===== src/rtl/upra_map.svh =====
// Offsets, field positions and counts of the packet interpreter
`ifndef UPRA_MAP_SVH
`define UPRA_MAP_SVH
`define UPRA_RSVD_BYTE      8'h00
`define UPRA_HDR_BYTES      4'h7
`define UPRA_DIR_BIT        31
`define UPRA_MOD_MSB        30
`define UPRA_MOD_LSB        24
`define UPRA_MOD_CHAIN      7'h01
`define UPRA_MOD_NVMEM      7'h10
`define UPRA_CHAIN_REG_MAX  24'h00001f
`define UPRA_FIFO_DEPTH     32
`endif


===== src/rtl/upra_pkg.sv =====
// Types of the packet interpreter
package upra_pkg;
   typedef enum logic [2:0] {
      UPRA_IDLE,
      UPRA_HDR,
      UPRA_WR_HI,
      UPRA_WR_LO,
      UPRA_WR_ACC,
      UPRA_RD_REQ,
      UPRA_RD_WAIT,
      UPRA_RD_LO
   } upra_state_t;

   typedef struct packed {
      logic        write;
      logic [6:0]  module_num;
      logic [23:0] reg_addr;
   } upra_addr_t;

   typedef struct packed {
      logic        req;
      logic        write;
      logic [4:0]  reg_addr;
      logic [15:0] wdata;
   } upra_chain_req_t;
endpackage


===== src/rtl/upra_fifo.sv =====
// Small synchronous FIFO with valid/ready on both sides
`timescale 1ns/1ps
module upra_fifo
#(
   parameter int WIDTH = 8,
   parameter int DEPTH = 32
)
(
   input  wire logic             mclk_in,
   input  wire logic             reset_n_in,
   input  wire logic             ce_in,
   input  wire logic             in_valid_in,
   output logic                  in_ready_out,
   input  wire logic [WIDTH-1:0] in_data_in,
   output logic                  out_valid_out,
   input  wire logic             out_ready_in,
   output logic      [WIDTH-1:0] out_data_out
);
   localparam int AW = $clog2(DEPTH);

   logic [WIDTH-1:0] mem_q [DEPTH];
   logic [AW-1:0]    wr_q, wr_d, rd_q, rd_d;
   logic [AW:0]      cnt_q, cnt_d;
   logic             rdy_q, rdy_d;
   logic             push, pop;

   always_comb
   begin
      push = ce_in && in_valid_in && rdy_q;
      pop  = ce_in && out_ready_in && (cnt_q != '0);
      wr_d = push ? wr_q + 1'b1 : wr_q;
      rd_d = pop ? rd_q + 1'b1 : rd_q;
      cnt_d = cnt_q + (AW+1)'(push) - (AW+1)'(pop);
      // Ready from a flop, so the pin never glitches on the count
      rdy_d = (cnt_d != (AW+1)'(DEPTH));
   end

   always_ff @(posedge mclk_in or negedge reset_n_in)
   begin
      if (!reset_n_in)
      begin
         wr_q  <= '0;
         rd_q  <= '0;
         cnt_q <= '0;
         rdy_q <= 1'b0;
      end
      else
      begin
         wr_q  <= wr_d;
         rd_q  <= rd_d;
         cnt_q <= cnt_d;
         rdy_q <= rdy_d;
      end
   end

   always_ff @(posedge mclk_in)
   begin
      if (push)
      begin
         mem_q[wr_q] <= in_data_in;
      end
   end

   assign in_ready_out  = rdy_q;
   assign out_valid_out = (cnt_q != '0);
   assign out_data_out  = mem_q[rd_q];
endmodule


===== src/rtl/upra_top.sv =====
// Packet interpreter: byte packets to register accesses on the chain module only
`timescale 1ns/1ps
`include "upra_map.svh"
module upra_top
   import upra_pkg::*;
#(
   parameter int FIFO_DEPTH = `UPRA_FIFO_DEPTH
)
(
   input  wire logic         mclk_in,
   input  wire logic         reset_n_in,
   input  wire logic         ce_in,
   input  wire logic         rx_valid_in,
   output logic              rx_ready_out,
   input  wire logic [7:0]   rx_data_in,
   output logic              tx_valid_out,
   input  wire logic         tx_ready_in,
   output logic      [7:0]   tx_data_out,
   output upra_chain_req_t   chain_req_out,
   input  wire logic         chain_ack_in,
   input  wire logic [15:0]  chain_rdata_in
);

   // ==========================================================
   // Receive buffer
   logic       fifo_valid, fifo_ready, fifo_in_ready;
   logic [7:0] fifo_data;

   upra_fifo #(.WIDTH(8), .DEPTH(FIFO_DEPTH)) u_rx_fifo
   (
      .mclk_in       (mclk_in),
      .reset_n_in    (reset_n_in),
      .ce_in         (ce_in),
      .in_valid_in   (rx_valid_in),
      .in_ready_out  (fifo_in_ready),
      .in_data_in    (rx_data_in),
      .out_valid_out (fifo_valid),
      .out_ready_in  (fifo_ready),
      .out_data_out  (fifo_data)
   );

   // ==========================================================
   // Packet state
   upra_state_t     st_q, st_d;
   logic [55:0]     hdr_q, hdr_d;
   logic [3:0]      hcnt_q, hcnt_d;
   logic [23:0]     words_q, words_d;
   upra_addr_t      addr_q, addr_d;
   logic [15:0]     wbuf_q, wbuf_d;
   upra_chain_req_t req_q, req_d;
   logic            txv_q, txv_d;
   logic [7:0]      txd_q, txd_d;
   logic            tx_free, hit_chain;

   always_comb
   begin
      tx_free   = !txv_q || tx_ready_in;
      hit_chain = (addr_q.module_num == `UPRA_MOD_CHAIN) &&
                  (addr_q.reg_addr <= `UPRA_CHAIN_REG_MAX);
      st_d      = st_q;
      hdr_d     = hdr_q;
      hcnt_d    = hcnt_q;
      words_d   = words_q;
      addr_d    = addr_q;
      wbuf_d    = wbuf_q;
      req_d     = req_q;
      req_d.req = 1'b0;
      txv_d     = txv_q && !tx_ready_in;
      txd_d     = txd_q;
      fifo_ready = 1'b0;
      unique case (st_q)
         UPRA_IDLE:
         begin
            fifo_ready = 1'b1;
            if (fifo_valid && fifo_data == `UPRA_RSVD_BYTE)
            begin
               hcnt_d = '0;
               st_d   = UPRA_HDR;
            end
         end
         UPRA_HDR:
         begin
            fifo_ready = 1'b1;
            if (fifo_valid)
            begin
               hdr_d  = {hdr_q[47:0], fifo_data};
               hcnt_d = hcnt_q + 4'h1;
               if (hcnt_q == `UPRA_HDR_BYTES - 4'h1)
               begin
                  addr_d.write      = hdr_d[24 + `UPRA_DIR_BIT];
                  addr_d.module_num = hdr_d[24 + `UPRA_MOD_MSB:24 + `UPRA_MOD_LSB];
                  addr_d.reg_addr   = hdr_d[47:24];
                  words_d = hdr_d[23:0];
                  if (hdr_d[23:0] == 24'h000000)
                     st_d = UPRA_IDLE;
                  else if (hdr_d[24 + `UPRA_DIR_BIT])
                     st_d = UPRA_WR_HI;
                  else
                     st_d = UPRA_RD_REQ;
               end
            end
         end
         UPRA_WR_HI:
         begin
            fifo_ready = 1'b1;
            if (fifo_valid)
            begin
               wbuf_d[15:8] = fifo_data;
               st_d = UPRA_WR_LO;
            end
         end
         UPRA_WR_LO:
         begin
            fifo_ready = 1'b1;
            if (fifo_valid)
            begin
               wbuf_d[7:0] = fifo_data;
               st_d = UPRA_WR_ACC;
               if (hit_chain)
               begin
                  req_d.req      = 1'b1;
                  req_d.write    = 1'b1;
                  req_d.reg_addr = addr_q.reg_addr[4:0];
                  req_d.wdata    = {wbuf_q[15:8], fifo_data};
               end
            end
         end
         UPRA_WR_ACC:
         begin
            if (chain_ack_in || !hit_chain)
            begin
               addr_d.reg_addr = addr_q.reg_addr + 24'h000001;
               words_d = words_q - 24'h000001;
               st_d = (words_q == 24'h000001) ? UPRA_IDLE : UPRA_WR_HI;
            end
         end
         UPRA_RD_REQ:
         begin
            if (tx_free)
            begin
               st_d = UPRA_RD_WAIT;
               if (hit_chain)
               begin
                  req_d.req      = 1'b1;
                  req_d.write    = 1'b0;
                  req_d.reg_addr = addr_q.reg_addr[4:0];
               end
            end
         end
         UPRA_RD_WAIT:
         begin
            if ((chain_ack_in || !hit_chain) && tx_free)
            begin
               wbuf_d = hit_chain ? chain_rdata_in : 16'h0000;
               txv_d  = 1'b1;
               txd_d  = wbuf_d[15:8];
               st_d   = UPRA_RD_LO;
            end
         end
         UPRA_RD_LO:
         begin
            if (tx_free)
            begin
               txv_d = 1'b1;
               txd_d = wbuf_q[7:0];
               addr_d.reg_addr = addr_q.reg_addr + 24'h000001;
               words_d = words_q - 24'h000001;
               st_d = (words_q == 24'h000001) ? UPRA_IDLE : UPRA_RD_REQ;
            end
         end
      endcase
      if (!ce_in)
      begin
         fifo_ready = 1'b0;
      end
   end

   always_ff @(posedge mclk_in or negedge reset_n_in)
   begin
      if (!reset_n_in)
      begin
         st_q    <= UPRA_IDLE;
         hdr_q   <= '0;
         hcnt_q  <= '0;
         words_q <= '0;
         addr_q  <= '0;
         wbuf_q  <= '0;
         req_q   <= '0;
         txv_q   <= 1'b0;
         txd_q   <= 8'h00;
      end
      else if (ce_in)
      begin
         st_q    <= st_d;
         hdr_q   <= hdr_d;
         hcnt_q  <= hcnt_d;
         words_q <= words_d;
         addr_q  <= addr_d;
         wbuf_q  <= wbuf_d;
         req_q   <= req_d;
         txv_q   <= txv_d;
         txd_q   <= txd_d;
      end
   end

   // Ready is a flop inside the buffer; it already counts the byte in flight
   assign rx_ready_out  = fifo_in_ready;
   assign tx_valid_out  = txv_q;
   assign tx_data_out   = txd_q;
   assign chain_req_out = req_q;
endmodule


===== config.mk =====
export PLATFORM = sky130hd
export DESIGN_NAME = upra_top
export DESIGN_NICKNAME = d
export VERILOG_FILES = /design/src/rtl/upra_pkg.sv /design/src/rtl/upra_fifo.sv /design/src/rtl/upra_top.sv
export VERILOG_INCLUDE_DIRS = /design/src /design/src/rtl
export SDC_FILE = /design/constraint.sdc
export NUM_CORES = 1
export LEC_CHECK = 0
export ABC_AREA = 1
export BUFFER_PORTS_ARGS = -buffer_cell sky130_fd_sc_hd__buf_2
export CORE_MARGIN = 1.5
export CORE_UTILIZATION = 53
export DETAILED_ROUTE_END_ITERATION = 10
export PLACE_DENSITY = 0.7
export SYNTH_ARGS = -nofsm -noshare
export SYNTH_HDL_FRONTEND = slang
export SYNTH_SLANG_ARGS = --single-unit

===== constraint.sdc =====
create_clock -name mclk_in -period 6 [get_ports mclk_in]
set_input_delay 0.9 -clock mclk_in [delete_from_list [all_inputs] [get_ports mclk_in]]
set_output_delay 0.9 -clock mclk_in [all_outputs]
set_load 0.02 [all_outputs]

==> impl_results.md, run 1 <==
- Tot Pwr: 10600 µW
- Drc violations: 0
- Top FF cell, synth: edfxtp_1
- Max Freq: 0.263 GHz
- Antenna cell count: 0
- GR Overflow Total: 0
- Worst Max-Slew Pin Slew: 1.27 ns
- Synthesized Nets: 2106
- Seq cells post-synth: 431
- Post-synth top area share: 39.1%
- DR vias/cell: 5.59
- Post-Layout Cell Count: 2591
- Hold Vio Cnt, Final: 0
- Lkg Pwr: 0.00902 µW
- Cts bufs inserted: 45
- PwrDens: 489 mW/mm²
- DR WL/cell: 18.3 µm
- Hold Path Class: in2async
- Slew margin rel.: 14.7%
- Top-count cell post-synth: nand2_1
- Tot GR Track Use: 25.3%
- Row cnt: 70
- Multi-input logic area: 0.00643 mm²
- Status: complete, no violations
- Clock slew at reported path FFs: 0.06 ns
- Critical path class: reg2reg
- Mapped Cells: 2057
- Antenna-violating nets left: 0
- Core area: 0.0365 mm²
- Fillers: 3034
- Final Cycle Share: 63.4%
- Final Critical Period: 3.80 ns
- Worst-Skew Late Latency: 0.58 ns
- Crit end category: flop
- Die height: 196 µm
- First-pass GRT wire length: 75600 µm
- CP max FO: 44
- Commonest cells post-synth: nand2_1 (526), edfxtp_1 (256), nor2_1 (231)
- Avg Cell Area, Syn: 9.55 µm²
- Die footprint: 0.0382 mm²
- Share of cells above drive strength 1: 8.53%
- Syn. warnings: 0
- Max Cap Viol: 0
- Post-route clock skew: 0.0166 ns
- Reg area: 0.0121 mm²
- Area contributors post-synth: edfxtp_1 (39%), dfrtp_1 (22%), nand2_1 (10%), nor2_1 (4.4%), o21ai_0 (4.3%)
- Number of flops mapped to enable cells by yosys: 256
- Worst Setup Start Kind: flop
- Peak VDD IR: 0.332 mV
- Setup tns final: 0 ns
- Asr flop ratio synth: 40.6%
- Post-DP HPWL: 30500 µm
- Mapped cell area: 0.0196 mm²
- Starting density of the core: 53.8%
- Yosys cell types: 47
- Post-cts sizing count: 0
- Total Wirelength: 47400 µm
- CP required: 6.43 ns
- Horiz. Die Dim: 196 µm
- Vias in the first global route: 13906
- Largest net degree at the start of global routing: 84
- Drt initial violations: 1221
- DP Cell Count: 2509
- Initial antenna violation count: 0
- Setup Buffers After CTS: 0
- Worst path arrival time: 4.24 ns
- Via count: 14473
- Root Buffer: clkbuf_16
- Clk sinks: 431
- H-tree levels: 2
- Routability Congestion: 0.906
- CTS Hold Buffers Added: 0
- Post-synthesis sequential area ratio: 61.4%
- Area Overhead vs Synth: 10.4%
- DR pass1 iterations: 6
- Fin nets: 2137
- Fin. max-slew vios: 0
- Setup violators final: 0
- CTS tree: done
- Clock Path Buffers: 3
- Unrepaired setup endpoints after global routing: false
- # IOs: 63
- Cells on worst reg2reg path: 9
- I/O Buffers: 62
- Largest area contributor in the netlist: edfxtp_1
## cell families (layout without fill, tap and decap cells)
| kind of cell | after synthesis | count (layout) | synth area share [%] |
|---|---|---|---|
| AO/OA/AOI/OAI | 301 | 301 | 8.26 |
| adder cells (fa/ha/maj) | 19 | 19 | 1.25 |
| buffers and inverters | 265 | 331 | 5.88 |
| AND/OR/NAND/NOR | 992 | 992 | 21.0 |
| XOR/XNOR | 49 | 49 | 2.18 |
| flip-flops | 431 | 431 | 61.4 |
## worst paths after layout
check                               endpoint  slack (ns)        startpoint
min reg2reg                 chain_req_out[8]        0.48  chain_req_out[8]
min                                hdr_q[43]        0.36        reset_n_in
max in group asynchronous  u_rx_fifo.rd_q[0]        4.29        reset_n_in
min in group mclk_in        chain_req_out[8]        0.48  chain_req_out[8]
max                               words_q[2]        2.20           st_q[2]
max reg2reg                       words_q[2]        2.20           st_q[2]
## worst max-delay path, cell delays in order, from the launching register on
cell	delay (ns)
dfrtp_1	0.53
nand2_1	0.17
nor2_4	0.27
inv_1	0.25
nand2_1	0.13
buf_4	0.34
clkinv_1	1.00
buf_4	0.55
o311ai_1	0.30
o21ai_1	0.10
## metrics by stage
stage	setup WS, ns	hold WS, ns	util (%)	area (µm²)
3_5_place_dp	2.26	0.470	55.2	20200
2_1_floorplan	3.17	0.453	-	19600
3_3_place_gp	2.34	0.463	55.2	20200
6_report	2.20	0.363	59.4	21700
5_1_grt	1.87	0.403	59.4	21700
4_1_cts	2.26	0.389	59.4	21700
## routing by layer
metal	up-vias	GRT usage, %	share of wire, %
met3	86	4.80	7.1
met1	6971	35.4	43
met4	0	8.01	2.8
met2	493	40.2	47
li1	6923	-	-
met5	-	0	0
## state kept, by name, summed over array words and instances, names as in the netlist, 6 cells and up
register and cells:
addr_q 31, tx_data_out 8, hdr_q 48, u_rx_fifo.mem_q 256, wbuf_q 16, words_q 24, u_rx_fifo.cnt_q 6, chain_req_out 23
## layout by cell type (no fill, tap or decap), types with 19 or more instances in the layout
master     synthesis  layout
o21ai_1           24      24
dfrtp_1          175     173
nor3_1            21      21
edfxtp_1         256     256
o21ai_0          168     168
clkbuf_16          0      47
xor2_1            43      43
inv_1            158     158
buf_2             30      61
a31oi_1           19      19
nand3_1          166     166
nand2_1          526     526
nor2_1           231     231
a21oi_1           57      57
## report_power, final
part	internal (µW)	total (µW)	switching [µW]
Clock	1680	2840	1160
Combinational	1070	3710	2640
Sequential	3640	4060	420
Total	6400	10600	4210
## final cells by class
cell class                 count  area share [%]
multi-input combinational   1361            29.6
clock buffer                  63            6.16
inverter                     172            2.99
timing repair buffer          77            1.99
sequential                   431            55.7
clock inverter                19           0.854
tap                          468            2.70
Note: power is estimated with default switching activity, not from simulation.
==> run 2, diff against run 1 <==
--- a/config.mk
+++ b/config.mk
@@ -11,7 +11,7 @@
 export CORE_MARGIN = 1.5
 export CORE_UTILIZATION = 53
 export DETAILED_ROUTE_END_ITERATION = 10
-export PLACE_DENSITY = 0.7
+export PLACE_DENSITY = 0.72
 export SYNTH_ARGS = -nofsm -noshare
 export SYNTH_HDL_FRONTEND = slang
 export SYNTH_SLANG_ARGS = --single-unit
==> constraint.sdc (replaced) <==
create_clock -name mclk_in -period 3.2 [get_ports mclk_in]
set_input_delay 0.48 -clock mclk_in [delete_from_list [all_inputs] [get_ports mclk_in]]
set_output_delay 0.48 -clock mclk_in [all_outputs]
set_load 0.02 [all_outputs]
==> impl_results.md, run 2 (same netlist as run 1, synthesis figures left out) <==
- Final Critical Period: 2.83 ns (was 3.80 ns)
- Most frequent cells in the layout: nand2_1 (526), edfxtp_1 (256), nor2_1 (231), dfrtp_1 (173), o21ai_0 (168) (unchanged)
- DR WL/cell: 18.3 µm (about the same)
- Clock power share: 24.9% (was 26.8%)
- Final Cycle Share: 88.5% (was 63.4%)
- Fin. max-slew vios: 0 (unchanged)
- Post-cts sizing count: 0 (unchanged)
- Commonest non-fill, non-tap cell in the layout: nand2_1 (unchanged)
- Setup violators final: 0 (unchanged)
- Max Freq: 0.353 GHz (was 0.263 GHz)
- CTS Hold Buffers Added: 0 (unchanged)
- First-pass GRT wire length: 77200 µm (was 75600 µm)
- Row cnt: 70 (unchanged)
- DP Cell Count: 2550 (was 2509)
- DR pass1 iterations: 7 (was 6)
- Worst-Skew Late Latency: 0.59 ns (was 0.58 ns)
- Clk sinks: 431 (unchanged)
- Met2 Routed Length: 22900 µm (was 22400 µm)
- Drc violations: 0 (unchanged)
- Critical path class: reg2reg (unchanged)
- CP max FO: 33 (was 44)
- Hold Slack: -0.0412 ns (was 0.363 ns)
- Worst Setup Start Kind: flop (unchanged)
- Failing checks: negative hold slack
- Seq pwr share: 38.7% (was 38.3%)
- Root Buffer: clkbuf_16 (unchanged)
- GR Overflow Total: 0 (unchanged)
- Largest register FFs: 256 (unchanged)
- Worst Max-Slew Pin Slew: 0.847 ns (was 1.27 ns)
- Setup tns final: 0 ns (unchanged)
- P_int: 11700 µW (was 6400 µW)
- Peak VDD IR: 0.571 mV (was 0.332 mV)
- Tot GR Track Use: 25.9% (was 25.3%)
- Area Overhead vs Synth: 11.5% (was 10.4%)
- CP required: 3.69 ns (was 6.43 ns)
- Antenna-violating nets left: 0 (unchanged)
- DR vias/cell: 5.57 (was 5.59)
- Hold Vio Cnt, Final: 29 (was 0)
- Sw Ratio: 40.2% (was 39.7%)
- I/O Buffers: 62 (unchanged)
- Initial antenna violation count: 0 (unchanged)
- Via count: 14651 (was 14473)
- Top flop regs: u_rx_fifo.mem_q x256, hdr_q x48, addr_q x31 (unchanged)
- Largest net degree at the start of global routing: 97 (was 84)
- Starting density of the core: 53.8% (unchanged)
- Horiz. Die Dim: 196 µm (unchanged)
- Psw: 7870 µW (was 4210 µW)
- Max Cap Viol: 0 (unchanged)
- Antenna cell count: 0 (unchanged)
- Logic pwr share: 36.3% (was 35.0%)
- # IOs: 63 (unchanged)
- Setup Buffers After CTS: 0 (unchanged)
- Clock Path Buffers: 3 (unchanged)
- Die height: 196 µm (unchanged)
- Slew margin rel.: 43.0% (was 14.7%)
- Drt initial violations: 1356 (was 1221)
- Lkg Pwr: 0.00917 µW (was 0.00902 µW)
- Post-Layout Cell Count: 2632 (was 2591)
- Fin nets: 2178 (was 2137)
- Core area: 0.0365 mm² (unchanged)
- Routability Congestion: 0.940 (was 0.906)
- Max Used Layer: met4 (unchanged)
- Post-DP HPWL: 31500 µm (was 30500 µm)
- DR WL met3: 2860 µm (was 3360 µm)
- Die footprint: 0.0382 mm² (unchanged)
- Unrepaired setup endpoints after global routing: false (unchanged)
- CTS tree: done (unchanged)
- Largest reg by FF count: u_rx_fifo.mem_q (unchanged)
- Vias in the first global route: 14238 (was 13906)
- Share of cells above drive strength 1: 9.70% (was 8.53%)
- Post-route clock skew: 0.0258 ns (was 0.0166 ns)
- Cts bufs inserted: 45 (unchanged)
- H-tree levels: 2 (unchanged)
- Status: finished, violations left (was complete, no violations)
- Hold Path Class: in2async (unchanged)
- Total Wirelength: 48000 µm (was 47400 µm)
- PwrDens: 893 mW/mm² (was 489 mW/mm²)
- Crit end category: flop (unchanged)
- Clock slew at reported path FFs: 0.06 ns (about the same)
- Routed length on met1: 20700 µm (was 20300 µm)
- Worst path arrival time: 3.32 ns (was 4.24 ns)
-- run 2: routing by layer --
layer / GRT usage, % / vias to the layer above
met4: 10.2 / 0
li1: - / 6995
met2: 42.0 / 529
met5: 0 / -
met1: 35.6 / 7032
met3: 3.40 / 95
-- run 2: power by group through the flow --
stage                     logic (µW)  registers, µW  clock network [µW]
after floorplan                 5170           7380                   0
after global placement          6870           7640                   0
after detailed placement        7040           7660                   0
after CTS                       7080           7560                4950
after global routing            7940           7690                5150
final                           7100           7580                4880
-- run 2: final timing paths --
check	start	end	slack [ns]	cells after the start
worst max-delay path	st_q[2]	words_q[11]	0.37	10
worst min-delay path	reset_n_in	words_q[15]	-0.04	1
worst max register to register	st_q[2]	words_q[11]	0.37	10
worst min register to register	chain_req_out[10]	chain_req_out[10]	0.48	2
max in group asynchronous	reset_n_in	u_rx_fifo.rd_q[1]	2.35	2
min in group mclk_in	chain_rdata_in[0]	wbuf_q[0]	0.18	3
-- run 2: final cells by class --
| type | instances | area (µm²) |
|---|---|---|
| Clock buffer | 60 | 1230 |
| Clock inverter | 22 | 139 |
| Fill cell | 2950 | 14600 |
| Inverter | 172 | 648 |
| Multi-Input combinational cell | 1361 | 6430 |
| Sequential cell | 431 | 12100 |
| Tap cell | 468 | 586 |
| Timing Repair Buffer | 118 | 802 |
-- run 2: worst max-delay path, cell delays in order, from the launching register on --
cell and delay (ns):
dfrtp_1 0.55, nand2_1 0.17, nor2_4 0.26, inv_1 0.26, nand2_1 0.16, buf_4 0.34, clkinv_1 0.15, buf_4 0.26
nor3_1 0.28, a22oi_1 0.11, o22ai_1 0.15
-- run 2: through the flow --
stage | total power (µW) | hold WS, ns | worst slack (ns) | util, % | cell area [µm²]
2_1_floorplan | 12600 | 0.184 | 0.577 | - | 19600
3_3_place_gp | 14500 | 0.464 | 0.533 | 56.2 | 20500
3_5_place_dp | 14700 | 0.467 | 0.441 | 56.2 | 20500
4_1_cts | 19600 | 0.00108 | 0.438 | 60.0 | 21900
5_1_grt | 20800 | 0.0330 | 0.110 | 60.0 | 21900
6_report | 19600 | -0.0412 | 0.369 | 60.0 | 21900
